## config.mk

```make
export PLATFORM = sky130hd
export DESIGN_NAME = crm_core_regs
export DESIGN_NICKNAME = d
export VERILOG_FILES = /design/src/crm_pkg.sv /design/src/crm_core_regs.sv /design/src/crm_stack_bank.sv /design/src/crm_status_view.sv
export SDC_FILE = /design/constraint.sdc
export NUM_CORES = 1
export LEC_CHECK = 0
export BUFFER_PORTS_ARGS = -buffer_cell sky130_fd_sc_hd__buf_2
export CELL_PAD_IN_SITES_DETAIL_PLACEMENT = 0
export CELL_PAD_IN_SITES_GLOBAL_PLACEMENT = 1
export CORE_UTILIZATION = 40
export DETAILED_ROUTE_END_ITERATION = 8
export HOLD_SLACK_MARGIN = 0.08
export PLACE_DENSITY = 0.71
export SYNTH_ARGS = -nofsm -noshare
export SYNTH_HDL_FRONTEND = slang
export SYNTH_SLANG_ARGS = --single-unit
```

## constraint.sdc

```tcl
create_clock -name clk_in -period 6.2 [get_ports clk_in]
set_input_delay 0.31 -clock clk_in [delete_from_list [all_inputs] [get_ports clk_in]]
set_output_delay 0.31 -clock clk_in [all_outputs]
set_load 0.01 [all_outputs]
```

## src/crm_pkg.sv

```systemverilog
// constants and types shared by the core register set
package crm_pkg;

    // ------------------------------------------------------------
    // register indices
    // ------------------------------------------------------------
    localparam logic [3:0]  IDX_LAST_DATA   = 4'hC;
    localparam logic [3:0]  IDX_STACK       = 4'hD;
    localparam logic [3:0]  IDX_LINK        = 4'hE;
    localparam logic [3:0]  IDX_PROG        = 4'hF;
    localparam int          DATA_REG_COUNT  = 13;

    // ------------------------------------------------------------
    // reset vector addresses
    // ------------------------------------------------------------
    localparam logic [31:0] VEC_STACK_ADDR  = 32'h0000_0000;
    localparam logic [31:0] VEC_RESET_ADDR  = 32'h0000_0004;

    // ------------------------------------------------------------
    // status register field positions
    // ------------------------------------------------------------
    localparam int          FLAG_N_BIT      = 31;
    localparam int          FLAG_V_BIT      = 28;
    localparam int          STATE_T_BIT     = 24;
    localparam int          EXC_NUM_MSB     = 5;
    localparam int          VEC_T_BIT       = 0;
    localparam int          STACK_SEL_BIT   = 1;

    // ------------------------------------------------------------
    // reset values and steps
    // ------------------------------------------------------------
    localparam logic [5:0]  EXC_NUM_RESET   = 6'h00;
    localparam logic        STACK_SEL_RESET = 1'b0;
    localparam logic [3:0]  FLAGS_RESET     = 4'h0;
    localparam logic [31:0] WORD_RESET      = 32'h0000_0000;
    localparam logic [31:0] STACK_STEP      = 32'h0000_0004;

    // ------------------------------------------------------------
    // status move names
    // ------------------------------------------------------------
    typedef enum logic [2:0] {
        SREG_FLAGS,
        SREG_NUMBER,
        SREG_STATE,
        SREG_STATE_NUMBER,
        SREG_FLAGS_NUMBER,
        SREG_FLAGS_STATE,
        SREG_ALL,
        SREG_STACK_SEL
    } crm_sreg_t;

    // ------------------------------------------------------------
    // reset vector fetch sequence
    // ------------------------------------------------------------
    typedef enum logic [1:0] {
        BOOT_STACK,
        BOOT_PROG,
        BOOT_RUN
    } crm_boot_t;

endpackage

```

## src/crm_core_regs.sv

```systemverilog
// core register set, operating mode and stack pointer selection
module crm_core_regs (
    input  wire logic          clk_in,          // processor clock
    input  wire logic          reset_n_in,      // async reset, active low
    // reset vector fetch
    output logic               vec_req_out,     // vector fetch request
    output logic      [31:0]   vec_addr_out,    // vector address
    input  wire logic          vec_valid_in,    // vector word returned
    input  wire logic [31:0]   vec_data_in,     // vector word
    output logic               ready_out,       // boot done
    // register port
    input  wire logic          rd_en_in,        // read register
    input  wire logic [3:0]    rd_idx_in,       // read index
    output logic      [31:0]   rd_data_out,     // read data
    output logic               rd_valid_out,    // read data valid
    input  wire logic          wr_en_in,        // write register
    input  wire logic [3:0]    wr_idx_in,       // write index
    input  wire logic [31:0]   wr_data_in,      // write data
    // condition flags from execution
    input  wire logic          flags_we_in,     // update flags
    input  wire logic [3:0]    flags_in,        // new N Z C V
    // status moves
    input  wire logic          sreg_rd_in,      // move from status
    input  wire logic          sreg_wr_in,      // move to status
    input  crm_pkg::crm_sreg_t sreg_sel_in,     // status name
    input  wire logic [31:0]   sreg_wdata_in,   // move to status data
    output logic      [31:0]   sreg_rdata_out,  // move from status data
    output logic               sreg_valid_out,  // status data valid
    // state bit from branch-exchange style instructions
    input  wire logic          tbit_we_in,      // write state bit
    input  wire logic          tbit_in,         // new state bit
    // stack
    input  wire logic          push_in,         // push item
    input  wire logic [31:0]   push_data_in,    // item to push
    input  wire logic          pop_in,          // pop item
    output logic               stk_wr_out,      // stack store strobe
    output logic               stk_rd_out,      // stack load strobe
    output logic      [31:0]   stk_addr_out,    // stack address
    output logic      [31:0]   stk_data_out,    // stack store data
    // exceptions
    input  wire logic          exc_entry_in,    // exception taken
    input  wire logic [5:0]    exc_num_in,      // its number
    input  wire logic [31:0]   exc_vec_in,      // its vector word
    input  wire logic          exc_ret_in,      // exception return
    input  wire logic [5:0]    exc_ret_num_in,  // number resumed, 0 thread
    input  wire logic          exc_ret_psp_in,  // thread resumes on psp
    input  wire logic          exc_ret_t_in,    // restored state bit
    input  wire logic          exec_in,         // instruction issued
    output logic               fault_out,       // state bit fault pulse
    // state
    output logic               handler_out,     // handler mode
    output logic               psp_active_out,  // process stack in use
    output logic               tbit_out,        // execution state bit
    output logic      [3:0]    flags_out,       // N Z C V
    output logic      [5:0]    exc_num_out,     // current exception
    output logic      [31:0]   pc_out           // program address
);

    crm_pkg::crm_boot_t boot_q;
    logic [31:0] gpr_q [crm_pkg::DATA_REG_COUNT];
    logic [31:0] link_q;
    logic [31:0] pc_q;
    logic [3:0]  flags_q;
    logic [5:0]  exc_num_q;
    logic        handler_q;
    logic        sel_bit_q;
    logic        tbit_q;
    logic        run;
    logic        sel_psp;
    logic        sp_wr;
    logic        boot_ld;
    logic [31:0] sp_val;
    logic [31:0] view_rd;
    logic        view_wr_flags;
    logic        view_wr_sel;

    function automatic logic is_data_idx(input logic [3:0] idx);
        return idx <= crm_pkg::IDX_LAST_DATA;
    endfunction

    assign run     = (boot_q == crm_pkg::BOOT_RUN);
    assign sel_psp = sel_bit_q & ~handler_q;
    assign sp_wr   = run & wr_en_in & (wr_idx_in == crm_pkg::IDX_STACK);
    assign boot_ld = (boot_q == crm_pkg::BOOT_STACK) & vec_valid_in;

    // ------------------------------------------------------------
    // reset vector fetch
    // ------------------------------------------------------------
    always_ff @(posedge clk_in or negedge reset_n_in) begin
        if (!reset_n_in) begin
            boot_q <= crm_pkg::BOOT_STACK;
        end else begin
            unique case (boot_q)
                crm_pkg::BOOT_STACK: begin
                    if (vec_valid_in) begin
                        boot_q <= crm_pkg::BOOT_PROG;
                    end
                end
                crm_pkg::BOOT_PROG: begin
                    if (vec_valid_in) begin
                        boot_q <= crm_pkg::BOOT_RUN;
                    end
                end
                crm_pkg::BOOT_RUN: begin
                    boot_q <= crm_pkg::BOOT_RUN;
                end
            endcase
        end
    end

    always_ff @(posedge clk_in or negedge reset_n_in) begin
        if (!reset_n_in) begin
            vec_req_out  <= 1'b1;
            vec_addr_out <= crm_pkg::VEC_STACK_ADDR;
            ready_out    <= 1'b0;
        end else if (vec_valid_in && boot_q == crm_pkg::BOOT_STACK) begin
            vec_addr_out <= crm_pkg::VEC_RESET_ADDR;
        end else if (vec_valid_in && boot_q == crm_pkg::BOOT_PROG) begin
            vec_req_out  <= 1'b0;
            vec_addr_out <= crm_pkg::WORD_RESET;
            ready_out    <= 1'b1;
        end
    end

    // ------------------------------------------------------------
    // stack pointer copies
    // ------------------------------------------------------------
    crm_stack_bank u_stack (
        .clk_in      (clk_in),
        .reset_n_in  (reset_n_in),
        .sel_psp_in  (sel_psp),
        .boot_ld_in  (boot_ld),
        .boot_val_in (vec_data_in),
        .wr_en_in    (sp_wr),
        .wr_val_in   (wr_data_in),
        .push_in     (run & push_in),
        .pop_in      (run & pop_in),
        .active_out  (sp_val)
    );

    always_ff @(posedge clk_in or negedge reset_n_in) begin
        if (!reset_n_in) begin
            stk_wr_out   <= 1'b0;
            stk_rd_out   <= 1'b0;
            stk_addr_out <= crm_pkg::WORD_RESET;
            stk_data_out <= crm_pkg::WORD_RESET;
        end else begin
            stk_wr_out <= run & push_in;
            stk_rd_out <= run & ~push_in & pop_in;
            if (run && push_in) begin
                stk_addr_out <= sp_val - crm_pkg::STACK_STEP;
                stk_data_out <= push_data_in;
            end else if (run && pop_in) begin
                stk_addr_out <= sp_val;
            end
        end
    end

    // ------------------------------------------------------------
    // data and link registers, no reset
    // ------------------------------------------------------------
    always_ff @(posedge clk_in) begin
        if (run && wr_en_in && is_data_idx(wr_idx_in)) begin
            gpr_q[wr_idx_in] <= wr_data_in;
        end
    end

    always_ff @(posedge clk_in) begin
        if (run && wr_en_in && wr_idx_in == crm_pkg::IDX_LINK) begin
            link_q <= wr_data_in;
        end
    end

    // ------------------------------------------------------------
    // program address
    // ------------------------------------------------------------
    always_ff @(posedge clk_in or negedge reset_n_in) begin
        if (!reset_n_in) begin
            pc_q <= crm_pkg::WORD_RESET;
        end else if (boot_q == crm_pkg::BOOT_PROG && vec_valid_in) begin
            pc_q <= vec_data_in;
        end else if (run && exc_entry_in) begin
            pc_q <= exc_vec_in;
        end else if (run && wr_en_in && wr_idx_in == crm_pkg::IDX_PROG) begin
            pc_q <= wr_data_in;
        end
    end

    // ------------------------------------------------------------
    // register read port
    // ------------------------------------------------------------
    always_ff @(posedge clk_in or negedge reset_n_in) begin
        if (!reset_n_in) begin
            rd_valid_out <= 1'b0;
            rd_data_out  <= crm_pkg::WORD_RESET;
        end else begin
            rd_valid_out <= run & rd_en_in;
            if (run && rd_en_in) begin
                if (is_data_idx(rd_idx_in)) begin
                    rd_data_out <= gpr_q[rd_idx_in];
                end else if (rd_idx_in == crm_pkg::IDX_STACK) begin
                    rd_data_out <= sp_val;
                end else if (rd_idx_in == crm_pkg::IDX_LINK) begin
                    rd_data_out <= link_q;
                end else begin
                    rd_data_out <= pc_q;
                end
            end
        end
    end

    // ------------------------------------------------------------
    // mode and exception number
    // ------------------------------------------------------------
    always_ff @(posedge clk_in or negedge reset_n_in) begin
        if (!reset_n_in) begin
            exc_num_q <= crm_pkg::EXC_NUM_RESET;
            handler_q <= 1'b0;
        end else if (run && exc_entry_in) begin
            exc_num_q <= exc_num_in;
            handler_q <= 1'b1;
        end else if (run && exc_ret_in) begin
            exc_num_q <= exc_ret_num_in;
            handler_q <= (exc_ret_num_in != crm_pkg::EXC_NUM_RESET);
        end
    end

    // ------------------------------------------------------------
    // status views
    // ------------------------------------------------------------
    crm_status_view u_view (
        .sel_in       (sreg_sel_in),
        .flags_in     (flags_q),
        .exc_num_in   (exc_num_q),
        .stack_sel_in (sel_psp),
        .rd_val_out   (view_rd),
        .wr_flags_out (view_wr_flags),
        .wr_sel_out   (view_wr_sel)
    );

    always_ff @(posedge clk_in or negedge reset_n_in) begin
        if (!reset_n_in) begin
            flags_q <= crm_pkg::FLAGS_RESET;
        end else if (run && sreg_wr_in && view_wr_flags) begin
            flags_q <= sreg_wdata_in[crm_pkg::FLAG_N_BIT:crm_pkg::FLAG_V_BIT];
        end else if (run && flags_we_in) begin
            flags_q <= flags_in;
        end
    end

    always_ff @(posedge clk_in or negedge reset_n_in) begin
        if (!reset_n_in) begin
            sel_bit_q <= crm_pkg::STACK_SEL_RESET;
        end else if (run && exc_ret_in && !exc_entry_in
                     && exc_ret_num_in == crm_pkg::EXC_NUM_RESET) begin
            sel_bit_q <= exc_ret_psp_in;
        end else if (run && sreg_wr_in && view_wr_sel && !handler_q) begin
            sel_bit_q <= sreg_wdata_in[crm_pkg::STACK_SEL_BIT];
        end
    end

    always_ff @(posedge clk_in or negedge reset_n_in) begin
        if (!reset_n_in) begin
            sreg_valid_out <= 1'b0;
            sreg_rdata_out <= crm_pkg::WORD_RESET;
        end else begin
            sreg_valid_out <= run & sreg_rd_in;
            if (run && sreg_rd_in) begin
                sreg_rdata_out <= view_rd;
            end
        end
    end

    // ------------------------------------------------------------
    // execution state bit and its fault
    // ------------------------------------------------------------
    always_ff @(posedge clk_in or negedge reset_n_in) begin
        if (!reset_n_in) begin
            tbit_q <= 1'b0;
        end else if (boot_q == crm_pkg::BOOT_PROG && vec_valid_in) begin
            tbit_q <= vec_data_in[crm_pkg::VEC_T_BIT];
        end else if (run && exc_entry_in) begin
            tbit_q <= exc_vec_in[crm_pkg::VEC_T_BIT];
        end else if (run && exc_ret_in) begin
            tbit_q <= exc_ret_t_in;
        end else if (run && tbit_we_in) begin
            tbit_q <= tbit_in;
        end
    end

    always_ff @(posedge clk_in or negedge reset_n_in) begin
        if (!reset_n_in) begin
            fault_out <= 1'b0;
        end else begin
            fault_out <= run & exec_in & ~tbit_q;
        end
    end

    // ------------------------------------------------------------
    // state outputs
    // ------------------------------------------------------------
    always_ff @(posedge clk_in or negedge reset_n_in) begin
        if (!reset_n_in) begin
            handler_out    <= 1'b0;
            psp_active_out <= 1'b0;
            tbit_out       <= 1'b0;
            flags_out      <= crm_pkg::FLAGS_RESET;
            exc_num_out    <= crm_pkg::EXC_NUM_RESET;
            pc_out         <= crm_pkg::WORD_RESET;
        end else begin
            handler_out    <= handler_q;
            psp_active_out <= sel_psp;
            tbit_out       <= tbit_q;
            flags_out      <= flags_q;
            exc_num_out    <= exc_num_q;
            pc_out         <= pc_q;
        end
    end

endmodule // crm_core_regs

```

## src/crm_stack_bank.sv

```systemverilog
// the two stack pointer copies and their update logic
module crm_stack_bank (
    input  wire logic        clk_in,        // processor clock
    input  wire logic        reset_n_in,    // async reset, active low
    input  wire logic        sel_psp_in,    // process copy is active
    input  wire logic        boot_ld_in,    // load main copy at boot
    input  wire logic [31:0] boot_val_in,   // value for boot load
    input  wire logic        wr_en_in,      // write active copy
    input  wire logic [31:0] wr_val_in,     // write value
    input  wire logic        push_in,       // decrement active copy
    input  wire logic        pop_in,        // increment active copy
    output logic      [31:0] active_out     // active copy value
);

    logic [31:0] msp_q;
    logic [31:0] psp_q;
    logic [31:0] next_val;

    // ------------------------------------------------------------
    // next value of the selected copy
    // ------------------------------------------------------------
    always_comb begin
        next_val = active_out;
        if (push_in) begin
            next_val = active_out - crm_pkg::STACK_STEP;
        end else if (pop_in) begin
            next_val = active_out + crm_pkg::STACK_STEP;
        end else if (wr_en_in) begin
            next_val = wr_val_in;
        end
    end

    assign active_out = sel_psp_in ? psp_q : msp_q;

    // ------------------------------------------------------------
    // main copy
    // ------------------------------------------------------------
    always_ff @(posedge clk_in or negedge reset_n_in) begin
        if (!reset_n_in) begin
            msp_q <= crm_pkg::WORD_RESET;
        end else if (boot_ld_in) begin
            msp_q <= boot_val_in;
        end else if (!sel_psp_in) begin
            msp_q <= next_val;
        end
    end

    // ------------------------------------------------------------
    // process copy, undefined after reset
    // ------------------------------------------------------------
    always_ff @(posedge clk_in) begin
        if (sel_psp_in) begin
            psp_q <= next_val;
        end
    end

endmodule // crm_stack_bank

```

## src/crm_status_view.sv

```systemverilog
// status move read value and write permission per name
module crm_status_view (
    input  crm_pkg::crm_sreg_t sel_in,        // status name selected
    input  wire logic [3:0]    flags_in,      // condition flags
    input  wire logic [5:0]    exc_num_in,    // current exception
    input  wire logic          stack_sel_in,  // stack select as read
    output logic      [31:0]   rd_val_out,    // value seen by a read
    output logic               wr_flags_out,  // write reaches flags
    output logic               wr_sel_out     // write reaches select
);

    logic [31:0] flag_word;
    logic [31:0] num_word;

    always_comb begin
        flag_word = crm_pkg::WORD_RESET;
        flag_word[crm_pkg::FLAG_N_BIT:crm_pkg::FLAG_V_BIT] = flags_in;
        num_word  = crm_pkg::WORD_RESET;
        num_word[crm_pkg::EXC_NUM_MSB:0] = exc_num_in;
        rd_val_out   = crm_pkg::WORD_RESET;
        wr_flags_out = 1'b0;
        wr_sel_out   = 1'b0;
        // state bits never appear in a read
        unique case (sel_in)
            crm_pkg::SREG_FLAGS: begin
                rd_val_out   = flag_word;
                wr_flags_out = 1'b1;
            end
            crm_pkg::SREG_NUMBER: begin
                rd_val_out = num_word;
            end
            crm_pkg::SREG_STATE: begin
                rd_val_out = crm_pkg::WORD_RESET;
            end
            crm_pkg::SREG_STATE_NUMBER: begin
                rd_val_out = num_word;
            end
            crm_pkg::SREG_FLAGS_NUMBER: begin
                rd_val_out   = flag_word | num_word;
                wr_flags_out = 1'b1;
            end
            crm_pkg::SREG_FLAGS_STATE: begin
                rd_val_out   = flag_word;
                wr_flags_out = 1'b1;
            end
            crm_pkg::SREG_ALL: begin
                rd_val_out   = flag_word | num_word;
                wr_flags_out = 1'b1;
            end
            crm_pkg::SREG_STACK_SEL: begin
                rd_val_out[crm_pkg::STACK_SEL_BIT] = stack_sel_in;
                wr_sel_out = 1'b1;
            end
        endcase
    end

endmodule // crm_status_view
```

==> metrics.txt <==
sequential share of the synthesized area=between 60% and 70%; total power=15.2 mW; nets=a little under 3000; NetSw=5.05 mW; Reg2Reg Launch Point=sel_bit_q; Arr. time, crit path=~4.8 ns; crit path kind=flop to flop; core region area=roughly 77000 sq um; vias per inst=5.60; DP Worst Slack=2.00 ns; Post-synth EDFFs=480; Cell variety after synth=76; part of the cycle the worst path needs=68.6%; clk slew on worst S/H paths=0.06 ns; DR vias=21300; status=complete, no violations; Most used DFF post-synth=edfxtp_1; fill count=6757; PwrDens=407 nW/um^2; CTS Sinks=718; Cell Rows=102; commonest cells after routing, fill and taps aside=edfxtp_1 (480), nand2_1 (342), buf_2 (331), dfrtp_1 (237), o21ai_0 (197); placed wire-length estimate=63800 um; warnings from Yosys=0; total length of routed wires=98100 um; dpl cells=3567; largest net degree at the start of global routing=110; worst slew pin tran=1.32 ns; final setup margin=around 1.9 ns; placed cell areas=33900 sq um; initial core utilization=around 40%; Final Hold Fails=0; share of cells above drive strength 1=25.2%; global-route wire length before repair=142000 um; total congestion overflow=0; Net Sw Frac=roughly a third; hold path start=wr_data_in[8]; worst hold slack=approximately 0.11 ns; crit start category=flop; initial DRC count=2148; initial antenna violation count=7; Cell Area, Synth=31300 sq um; GRT Overall Usage=24.6%; CTS tree=done; post-layout min period=4.25 ns; hold crit path type=primary input to flop; antenna viol nets, final=0; die span in y=282 um; Port Buf Inserts=335; Clk Latency, worst-skew pair=0.62 ns; clock skew=0.0277 ns; Setup-failing EPs final=0; die width=282 um; Root Driver=clkbuf_16; GP Congestion=0.900; # hold bufs at CTS=94; FMAX=235 MHz; H-tree depth=3; combined area of the multi-input logic cells=10100 sq um; asr flop ratio synth=approximately 33%; final cell area excluding filler cells=between 30000 and 40000 sq um; DRC Markers=0; Clock Tree Buf Depth=3; crit-path max FO=21; I/O pin count=416; post-cts resize count=0; Pleak=~14 nW; Pint=a little over 10 mW; mean post-synth cell area=around 14 sq um; relative slew slack=11.8%; first drt pass iteration count=5; CP endpoint kind=flop; Critical Path Source=sel_bit_q; Util after Layout=48.3%; non-filler cells, final=~3800; power share of the combinational group=about a quarter; post-DR wirelength/cell=25.8 um; cells after synthesis=2292; Post-CTS Setup Bufs=0; vias in the first global route=21100; die area=79400 sq um; Slew Limit Fails=0; reported max-cap violation count=0; WP data required=6.69 ns; RSZ-0062 raised after global routing=false; flip-flop and latch area=20400 sq um; area grow syn2layout=19.5%; Clock power frac=30.6%; Peak VDD IR=0.197 mV; flops & latches, synth=718; commonest non-fill, non-tap cell in the layout=edfxtp_1; sequential share of power=42.8%; Num CTS Buffers=77; final setup TNS=0 ns
power groups by stage:
stage,logic [mW],clock network (mW),registers (mW)
after floorplan,2.18,0,6.62
after global placement,3.86,0,6.58
after detailed placement,3.93,0,6.59
after CTS,4.05,4.76,6.52
after global routing,4.46,4.94,6.61
final,4.06,4.67,6.52
final cells by class:
cell class	instances	area share (%)
Antenna cell	1	0.00669
Clock buffer	101	5.74
Clock inverter	41	1.11
Inverter	13	0.140
Multi-Input combinational cell	1416	27.1
Sequential cell	718	54.4
Tap cell	1040	3.48
Timing Repair Buffer	474	7.99
path summary, 6_finish.rpt:
path | endpoint | slack [ns] | cells past startpoint
max | u_stack.msp_q[28] | 1.95 | 12
min | gpr_q[7][8] | 0.11 | 1
min in group asynchronous | u_stack.msp_q[20] | 0.38 | 2
min reg2reg | tbit_out | 0.39 | 0
max in group asynchronous | flags_q[3] | 4.35 | 3
max reg2reg | u_stack.msp_q[28] | 1.95 | 12
kinds of logic (layout without fill, tap and decap cells):
| logic type | count (synthesis) | after routing | share of synthesized area [%] |
|---|---|---|---|
| flip-flops | 718 | 718 | 65.0 |
| AO/OA/AOI/OAI | 448 | 448 | 8.54 |
| other | 1 | 54 | 0.0120 |
| XOR/XNOR | 34 | 34 | 0.951 |
| buffers and inverters | 210 | 629 | 3.43 |
| adder cells (fa/ha/maj) | 5 | 5 | 0.200 |
| multiplexers | 235 | 235 | 12.7 |
| AND/OR/NAND/NOR | 641 | 641 | 9.11 |
critical path: stages (launching register included):
cell,delay (ns)
dfrtp_1,0.64
nand2b_2,0.32
buf_4,0.33
mux2i_1,0.25
inv_1,0.15
ha_1,0.33
nand4b_1,0.14
o22ai_1,0.19
nand3_1,0.50
nor4_1,0.55
xnor2_1,0.12
a221o_1,0.39
o21a_1,0.19
registers in the layout, summed over array words and instances (netlist names), 2 cells and up:
name and flops:
pc_out 32, sreg_rdata_out 10, rd_data_out 32, boot_q 2, u_stack.msp_q 32, flags_out 4
gpr_q 416, flags_q 4, stk_data_out 32, pc_q 32, exc_num_q 6, exc_num_out 6
u_stack.psp_q 32, link_q 32, stk_addr_out 32
per-layer routing:
metal | vias to the layer above | global-route usage (%) | wire length [um] | share of wire [%]
li1 | 9334 | - | - | -
met1 | 10800 | 33.9 | 40100 | 41
met2 | 1000 | 39.0 | 46300 | 47
met3 | 160 | 4.87 | 8750 | 8.9
met4 | 10 | 8.00 | 2810 | 2.9
met5 | - | 0 | 66 | 0.067
cells in the mapped netlist (4+ instances only):
library cell / count / share of area, %
xor2_1: 10 / 0.28
nand3_1: 76 / 1.2
xnor2_1: 24 / 0.67
a21o_1: 6 / 0.14
nand4b_1: 7 / 0.20
o21ai_0: 197 / 3.1
buf_4: 56 / 1.3
ha_1: 5 / 0.20
a211oi_1: 18 / 0.43
o211ai_1: 10 / 0.24
buf_6: 4 / 0.14
a22oi_1: 25 / 0.60
buf_2: 17 / 0.27
o21ai_1: 5 / 0.080
or2_2: 4 / 0.080
o22ai_1: 26 / 0.52
o31ai_1: 7 / 0.17
a22o_1: 5 / 0.14
mux2i_1: 86 / 2.7
o21a_1: 15 / 0.36
buf_1: 28 / 0.34
inv_1: 10 / 0.12
edfxtp_1: 480 / 46
nand2_1: 346 / 4.1
clkbuf_1: 90 / 1.1
nand2b_1: 12 / 0.24
nor2_1: 104 / 1.2
a21oi_1: 90 / 1.4
nand4_1: 11 / 0.22
nor2b_1: 15 / 0.30
dfrtp_1: 237 / 19
a311oi_1: 5 / 0.14
or3_1: 10 / 0.20
nor4_1: 6 / 0.12
a31oi_1: 6 / 0.12
mux4_2: 128 / 9.2
o22a_1: 8 / 0.22
nor3_1: 21 / 0.34
mux2_2: 20 / 0.72
and2_1: 7 / 0.14
No activity file was read; power rests on OpenSTA's default activity.
